===== src/rdc_pkg.sv =====
package rdc_pkg;

  // ==========================================================
  // Register offsets
  localparam logic [7:0] OFS_THIRD_LDO_CONTROL = 8'h29;
  localparam logic [7:0] OFS_DISCHARGE_SELECT_A = 8'h40;
  localparam logic [7:0] OFS_DISCHARGE_SELECT_B = 8'h41;

  // ==========================================================
  // Field layout and counts
  localparam int NUM_RAILS = 8;
  localparam int FIELD_W = 2;
  localparam int FIELDS_PER_REG = 4;
  localparam int LDO3_EN_POS = 0;
  localparam int LDO3_RSV_LSB = 1;
  localparam int LDO3_RSV_MSB = 3;
  localparam int LDO3_SLP_LSB = 4;
  localparam int LDO3_SLP_MSB = 5;

  // Rail index of each discharge field
  localparam int RAIL_BUCK1 = 0;
  localparam int RAIL_BUCK2 = 1;
  localparam int RAIL_BUCK3 = 2;
  localparam int RAIL_BUCK4 = 3;
  localparam int RAIL_BUCK5 = 4;
  localparam int RAIL_BUCK6 = 5;
  localparam int RAIL_SWITCH_A1 = 6;
  localparam int RAIL_LDO2 = 7;

  // ==========================================================
  // Discharge selection codes
  localparam logic [1:0] DIS_NONE = 2'h0;
  localparam logic [1:0] DIS_100_OHM = 2'h1;
  localparam logic [1:0] DIS_200_OHM = 2'h2;
  localparam logic [1:0] DIS_500_OHM = 2'h3;

  // ==========================================================
  // Values after reset
  localparam logic [1:0] DIS_FIELD_RESET = DIS_100_OHM;
  localparam logic [7:0] THIRD_LDO_CONTROL_RESET = 8'h0D;
  localparam logic [7:0] READ_UNMAPPED = 8'h00;

endpackage


===== src/rdc_dis_field.sv =====
`timescale 1ns/10ps
module rdc_dis_field (
  input wire logic ref_clk_i,
  input wire logic sys_rst_i,
  input wire logic wr_i,
  input wire logic [1:0] wdata_i,
  input wire logic rail_on_i,
  output logic [1:0] sel_o,
  output logic path_100_o,
  output logic path_200_o,
  output logic path_500_o
);

  logic [1:0] next_sel;
  logic next_path_100;
  logic next_path_200;
  logic next_path_500;

  // ==========================================================
  // Field update and decode
  always_comb begin
    next_sel = sel_o;
    if (wr_i) begin
      next_sel = wdata_i;
    end
    // Enabled rail holds the field at zero; beats a same-cycle write
    if (rail_on_i) begin
      next_sel = rdc_pkg::DIS_NONE;
    end
    next_path_100 = (next_sel == rdc_pkg::DIS_100_OHM);
    next_path_200 = (next_sel == rdc_pkg::DIS_200_OHM);
    next_path_500 = (next_sel == rdc_pkg::DIS_500_OHM);
  end

  always_ff @(posedge ref_clk_i or posedge sys_rst_i) begin
    if (sys_rst_i) begin
      sel_o <= rdc_pkg::DIS_FIELD_RESET;
      path_100_o <= 1'b1;
      path_200_o <= 1'b0;
      path_500_o <= 1'b0;
    end else begin
      sel_o <= next_sel;
      path_100_o <= next_path_100;
      path_200_o <= next_path_200;
      path_500_o <= next_path_500;
    end
  end

endmodule


===== src/rdc_regs.sv =====
`timescale 1ns/10ps
module rdc_regs #(
  parameter int NUM_RAILS = rdc_pkg::NUM_RAILS,
  parameter int FIELD_W = rdc_pkg::FIELD_W,
  parameter int FIELDS_PER_REG = rdc_pkg::FIELDS_PER_REG
) (
  input wire logic ref_clk_i,
  input wire logic sys_rst_i,
  input wire logic [7:0] reg_addr_i,
  input wire logic [7:0] reg_wdata_i,
  input wire logic reg_wr_i,
  input wire logic [7:0] rail_on_i,
  input wire logic ldo3_pin_request_i,
  output logic [7:0] reg_rdata_o,
  output logic [7:0] discharge_100_o,
  output logic [7:0] discharge_200_o,
  output logic [7:0] discharge_500_o,
  output logic third_ldo_on_o,
  output logic [1:0] third_ldo_sleep_en_o
);

  // ==========================================================
  // Declarations
  logic [7:0] third_ldo_control;
  logic [7:0] next_third_ldo_control;
  logic pin_meta;
  logic pin_sync;
  logic next_third_ldo_on;
  logic [7:0] next_rdata;
  logic [15:0] dis_fields;
  logic wr_a;
  logic wr_b;
  logic wr_ldo3;
  logic hit_a;
  logic hit_b;
  logic hit_ldo3;
  logic next_pin_meta;
  logic next_pin_sync;
  logic next_ldo3_enable;
  logic [2:0] next_ldo3_reserved;
  logic [1:0] next_ldo3_sleep;
  logic [1:0] next_sleep_en;
  logic [7:0] word_a;
  logic [7:0] word_b;

  // ==========================================================
  // Elaboration checks
  // Port widths are fixed at eight rails of two-bit fields
  if (NUM_RAILS != 8) begin : g_bad_rails
    $error("rdc_regs needs NUM_RAILS of 8");
  end
  if (FIELD_W != 2) begin : g_bad_field
    $error("rdc_regs needs FIELD_W of 2");
  end
  if (FIELDS_PER_REG * FIELD_W != 8) begin : g_bad_pack
    $error("rdc_regs fields must fill one byte");
  end
  // Register B pairing assumes this rail order
  if (rdc_pkg::RAIL_BUCK1 != 0 ||
      rdc_pkg::RAIL_BUCK5 != FIELDS_PER_REG ||
      rdc_pkg::RAIL_LDO2 != NUM_RAILS - 1) begin : g_bad_map
    $error("rdc_regs rail order does not match the registers");
  end

  // ==========================================================
  // Offset decode
  // Unmapped offsets hit nothing, so stray writes are dropped
  always_comb begin
    hit_a = 1'b0;
    hit_b = 1'b0;
    hit_ldo3 = 1'b0;
    case (reg_addr_i)
      rdc_pkg::OFS_DISCHARGE_SELECT_A: begin
        hit_a = 1'b1;
      end
      rdc_pkg::OFS_DISCHARGE_SELECT_B: begin
        hit_b = 1'b1;
      end
      rdc_pkg::OFS_THIRD_LDO_CONTROL: begin
        hit_ldo3 = 1'b1;
      end
      default: begin
        hit_a = 1'b0;
      end
    endcase
    wr_a = reg_wr_i && hit_a;
    wr_b = reg_wr_i && hit_b;
    wr_ldo3 = reg_wr_i && hit_ldo3;
  end

  // ==========================================================
  // Discharge fields, one cell per rail
  // Rails 0..3 live in register A, 4..7 in register B
  genvar g;
  generate
    for (g = 0; g < NUM_RAILS; g = g + 1) begin : g_rail
      logic cell_wr;
      if (g < FIELDS_PER_REG) begin : g_a
        assign cell_wr = wr_a;
      end else begin : g_b
        assign cell_wr = wr_b;
      end
      rdc_dis_field u_field (
        .ref_clk_i(ref_clk_i),
        .sys_rst_i(sys_rst_i),
        .wr_i(cell_wr),
        .wdata_i(reg_wdata_i[(g % FIELDS_PER_REG) * FIELD_W +: FIELD_W]),
        .rail_on_i(rail_on_i[g]),
        .sel_o(dis_fields[g * FIELD_W +: FIELD_W]),
        .path_100_o(discharge_100_o[g]),
        .path_200_o(discharge_200_o[g]),
        .path_500_o(discharge_500_o[g])
      );
    end
  endgenerate

  // ==========================================================
  // Register words, one slot per rail
  genvar w;
  generate
    for (w = 0; w < NUM_RAILS; w = w + 1) begin : g_word
      if (w < FIELDS_PER_REG) begin : g_in_a
        assign word_a[w * FIELD_W +: FIELD_W] =
          dis_fields[w * FIELD_W +: FIELD_W];
      end else begin : g_in_b
        assign word_b[(w - FIELDS_PER_REG) * FIELD_W +: FIELD_W] =
          dis_fields[w * FIELD_W +: FIELD_W];
      end
    end
  endgenerate

  // ==========================================================
  // Control pin synchroniser
  // Two stages; only the second stage feeds any logic
  always_comb begin
    next_pin_meta = ldo3_pin_request_i;
    next_pin_sync = pin_meta;
  end

  always_ff @(posedge ref_clk_i or posedge sys_rst_i) begin
    if (sys_rst_i) begin
      pin_meta <= 1'b0;
      pin_sync <= 1'b0;
    end else begin
      pin_meta <= next_pin_meta;
      pin_sync <= next_pin_sync;
    end
  end

  // ==========================================================
  // Third LDO control register
  // Bits 7:6 are read-only zero; reserved 3:1 stay writable
  always_comb begin
    next_ldo3_enable = third_ldo_control[rdc_pkg::LDO3_EN_POS];
    next_ldo3_reserved =
      third_ldo_control[rdc_pkg::LDO3_RSV_MSB:rdc_pkg::LDO3_RSV_LSB];
    next_ldo3_sleep =
      third_ldo_control[rdc_pkg::LDO3_SLP_MSB:rdc_pkg::LDO3_SLP_LSB];
    if (wr_ldo3) begin
      next_ldo3_enable = reg_wdata_i[rdc_pkg::LDO3_EN_POS];
      next_ldo3_reserved =
        reg_wdata_i[rdc_pkg::LDO3_RSV_MSB:rdc_pkg::LDO3_RSV_LSB];
      next_ldo3_sleep =
        reg_wdata_i[rdc_pkg::LDO3_SLP_MSB:rdc_pkg::LDO3_SLP_LSB];
    end
    next_third_ldo_control = {
      2'h0,
      next_ldo3_sleep,
      next_ldo3_reserved,
      next_ldo3_enable
    };
    next_sleep_en = next_ldo3_sleep;
    // Software disable overrides whatever the pins request
    next_third_ldo_on = pin_sync && next_ldo3_enable;
  end

  always_ff @(posedge ref_clk_i or posedge sys_rst_i) begin
    if (sys_rst_i) begin
      third_ldo_control <= rdc_pkg::THIRD_LDO_CONTROL_RESET;
      third_ldo_on_o <= 1'b0;
      third_ldo_sleep_en_o <= 2'h0;
    end else begin
      third_ldo_control <= next_third_ldo_control;
      third_ldo_on_o <= next_third_ldo_on;
      third_ldo_sleep_en_o <= next_sleep_en;
    end
  end

  // ==========================================================
  // Read-back, one cycle after the address
  always_comb begin
    case (reg_addr_i)
      rdc_pkg::OFS_DISCHARGE_SELECT_A: begin
        next_rdata = word_a;
      end
      rdc_pkg::OFS_DISCHARGE_SELECT_B: begin
        next_rdata = word_b;
      end
      rdc_pkg::OFS_THIRD_LDO_CONTROL: begin
        next_rdata = third_ldo_control;
      end
      default: begin
        next_rdata = rdc_pkg::READ_UNMAPPED;
      end
    endcase
  end

  always_ff @(posedge ref_clk_i or posedge sys_rst_i) begin
    if (sys_rst_i) begin
      reg_rdata_o <= rdc_pkg::READ_UNMAPPED;
    end else begin
      reg_rdata_o <= next_rdata;
    end
  end

endmodule


===== config.mk =====
export PLATFORM = sky130hd
export DESIGN_NAME = rdc_regs
export DESIGN_NICKNAME = d
export VERILOG_FILES = /design/src/rdc_pkg.sv /design/src/rdc_dis_field.sv /design/src/rdc_regs.sv
export SDC_FILE = /design/constraint.sdc
export NUM_CORES = 1
export LEC_CHECK = 0
export ABC_AREA = 1
export BUFFER_PORTS_ARGS = -buffer_cell sky130_fd_sc_hd__buf_2
export CORE_UTILIZATION = 58
export CTS_CLUSTER_DIAMETER = 150
export CTS_CLUSTER_SIZE = 25
export DETAILED_ROUTE_END_ITERATION = 8
export PLACE_DENSITY = 0.83
export SLEW_MARGIN = 10
export SYNTH_ARGS = -nofsm -noshare
export SYNTH_HDL_FRONTEND = slang
export SYNTH_HIERARCHICAL = 1
export SYNTH_SLANG_ARGS = --single-unit

===== constraint.sdc =====
create_clock -name ref_clk_i -period 2.6 [get_ports ref_clk_i]
set_clock_uncertainty 0.1 [all_clocks]
set_input_delay 0.26 -clock ref_clk_i [delete_from_list [all_inputs] [get_ports ref_clk_i]]
set_output_delay 0.26 -clock ref_clk_i [all_outputs]
set_load 0.005 [all_outputs]

==> qor.csv <==
stage,metric,value,unit
final_layout,ANT cells,0,
route,Via density,4.626,
die,die area,0.005192,mm^2
setup_path,internal reg-to-reg setup slack,1520,ps
yosys,Yosys top cell area share,33.41,%
setup_path,Worst path top cell family by delay,simple AND/OR/NAND/NOR gates,
setup_path,Critical Path End Type,flip-flop,
yosys,Mapped Cells,317,
route,DR vias,2151,
power,power density over the cells,561.7,mW/mm^2
timing,max_slew headroom,58.70,%
timing,unrepaired setup endpoints after global routing,false,
timing,Fin. Hold Viols,0,
timing,Final setup viols,0,
power,Overall Power,1962,uW
timing,Peak Freq,604.8,MHz
power,Leak,0.001809,uW
global_routing,first-pass GRT wire length,9584,um
setup_path,max incr delay on CP,310,ps
yosys,Yosys top cell by area,dfrtp_1,
setup_path,CP Buf/Inv Count,5,
global_routing,pin count of the biggest net entering global routing,18,
setup_path,worst-path cell chain,"buf_2, inv_2, nand2_2, nor3_4, nand2_2, nor2_1, buf_4, inv_2, nand2_2, inv_2, nor2_4, nor2_2",
setup_path,CP Max Fanout,9,
clock_tree,insertion delay to the later sink of the worst-skew pair,340,ps
power,VDD IR max,0.0003800,V
setup_path,Critical Path Start Type,primary input,
power,Seq pwr share,46.0,%
die,die width,72.06,um
yosys,Synth Flop Type,dfrtp_1,
yosys,Synth Warn #,6,
die,# IOs,63,
timing,slew at the pin closest to its max-slew limit,618.8,ps
final_layout,register area,0.001450,mm^2
die,chip height,72.06,um
power,combinational share of power,6.0,%
power,Sw Share,22.38,%
run,max cap viols,0,
final_layout,Non-Filler Instances,465,
placed_design,placed inst area,0.003244,mm^2
setup_path,Crit-path slowest cell,nor2_1,
final_layout,final net count,421,
timing,Final WS setup,946.6,ps
setup_path,Critical Path AT,1790,ps
clock_tree,CTS buffer count,9,
status,status,completed,
yosys,"count leader, synth",inv_1,
route,DR WL/cell,12.15,um
yosys,syn nets,345,
global_routing,antenna violations before repair,0,
yosys,"Seq/Total Area, Yosys",50.95,%
final_layout,layout overhead on the synthesized area,22.73,%
yosys,synthesized cell area,0.002846,mm^2
setup_path,Crit Path Category,in -> reg,
timing,Setup TNS,0,ps
power,internal power,1523,uW
route,number of iterations in the first detailed-routing pass,4,
final_layout,final instance area,0.003493,mm^2
route,met2 wire len,2827,um
placed_design,placed cells,447,
yosys,ranking of synthesized cells by area,"dfrtp_1, dfstp_2, nor2_4",
yosys,Synth cell types,19,
global_routing,Overflow after GRT,0,
timing,Period minus WS final,1653,ps
timing,Final Cycle Share,63.59,%
placed_design,Detailed Place HPWL,4257,um
route,final WL,5651,um
placed_design,I/O Buffers,62,
global_routing,vias in the first global route,2134,
route,met3 wire len,261,um
die,Core Area,0.004723,mm^2
route,Met1 Wirelength,2434,um
die,Rows,25,
clock_tree,clock net sink count,57,
clock_tree,CTS tree,yes,
clock_tree,Worst-path clk slew,60,ps
final_layout,fill count,323,
yosys,Avg Synthesized Cell Area,8.979,um^2
clock_tree,clock tree buffer depth,2,
yosys,async set-or-reset flop fraction in the synthesized netlist,100.0,%
die,Initial Utilization,60.26,%
route,Detailed Route Iter0 Violations,139,
route,Top Metal Used,met4,
yosys,Yosys reg bits,57,
final_layout,share of cells above drive strength 1,53.52,%
power,power share of the clock group,48.0,%
yosys,number of enable flip-flop cells after synthesis,0,
route,Routed Antenna Nets,0,
setup_path,WP data required,2740,ps
power,Net Sw Power,439.1,uW
clock_tree,H-tree depth,3,
placed_design,placer congestion estimate,0.8370,
timing,Final Max Slew Viols,0,
hold_path,Hold Path Class,in -> reg,
placed_design,post-place setup slack,664.0,ps
yosys,synth cell count leaders,"inv_1, nand2_1, dfrtp_1, inv_2, nand3_1",
clock_tree,CTS resizes,0,
clock_tree,CTS root buf,clkbuf_8,
global_routing,Total GRT Usage,25.36,%
route,post-route DRC violation count,0,
final_layout,multi-input logic area,0.001028,mm^2
==> power by group through the flow <==
stage	combinational (uW)	sequential [uW]	clock, uW
6_report	117	902	943
5_1_grt	132	902	998
4_1_cts	118	902	959
3_5_place_dp	115	918	0
3_3_place_gp	111	917	0
2_1_floorplan	71.1	917	0
==> sequential cells by signal, indices dropped and copies added, names as in the netlist <==
register	count
g_rail.u_field/path_500_o	8
third_ldo_sleep_en_o	1
g_rail.u_field/sel_o	16
pin_sync	1
g_rail.u_field/path_100_o	8
reg_rdata_o	8
third_ldo_on_o	1
g_rail.u_field/path_200_o	8
next_pin_sync	1
third_ldo_control	5
==> through the flow <==
stage	hold WS [ps]	util, %
after floorplan	-62.93	-
after global placement	163.8	68.69
after detailed placement	169.6	68.69
after CTS	40.77	73.96
after global routing	45.09	73.96
final	56.59	73.96
==> placed cells by master (no fill, tap or decap) <==
cell type and count:
bufinv_16 2, clkinvlp_4 1, dfrtp_1 38, inv_1 52, nor3_4 1, nand4_1 1, nor3_2 1, nand3_4 1
clkinv_1 1, buf_2 62, nor2_1 13, clkbuf_8 11, dlygate4sd3_1 2, clkinv_2 2, nand2_2 20, nor2_2 16
o21ai_1 5, buf_4 4, nor2_4 19, nand3_2 16, nand3_1 25, dfstp_2 19, inv_2 38, nand2_1 48
==> worst min-delay path: stages <==
cell	delay, ps
buf_2	120
inv_1	50
o21ai_1	60
==> logic make-up after synthesis <==
| group | Yosys count | share of synthesized area [%] |
|---|---|---|
| simple gates | 161 | 35.25 |
| flops | 57 | 50.95 |
| compound gates | 5 | 0.8790 |
| buf+inv | 94 | 12.92 |
==> cell type report <==
| type | instances | share of cell area, % |
|---|---|---|
| clock inverters | 5 | 2.221 |
| clock buffers | 11 | 4.334 |
| inverters | 91 | 9.778 |
| flip-flops and latches | 57 | 41.51 |
| multi-input cells | 166 | 29.44 |
| well taps | 67 | 2.400 |
| repair buffers | 68 | 10.32 |
==> metal layers <==
layer  GRT usage (%)  up-vias
met3           8.611       12
met1           31.67     1003
met2           40.36       64
met4           11.33        0
li1                -     1072
met5               0        -
==> worst paths after layout <==
| path | cells past startpoint | endpoint | startpoint |
|---|---|---|---|
| max in group asynchronous | 3 | third_ldo_sleep_en_o[0]$_DFFE_PP0N_ | sys_rst_i |
| min in group asynchronous | 3 | g_rail[6].u_field/path_500_o$_DFF_PP0_ | sys_rst_i |
| max reg2reg | 5 | g_rail[6].u_field/path_200_o$_DFF_PP0_ | g_rail[6].u_field/sel_o[0]$_DFF_PP1_ |
| min reg2reg | 0 | pin_sync$_DFF_PP0_ | next_pin_sync$_DFF_PP0_ |
| max | 12 | g_rail[0].u_field/path_200_o$_DFF_PP0_ | reg_addr_i[7] |
| min | 3 | third_ldo_control[2]$_DFFE_PP1N_ | reg_wdata_i[2] |
==> what timing repair did <==
action / CTS / global route
buffers inserted: 0 / 0
hold buffers: 2 / 0
hold endpoints to repair: 25 / 0
No activity file was read; power rests on OpenSTA's default activity.
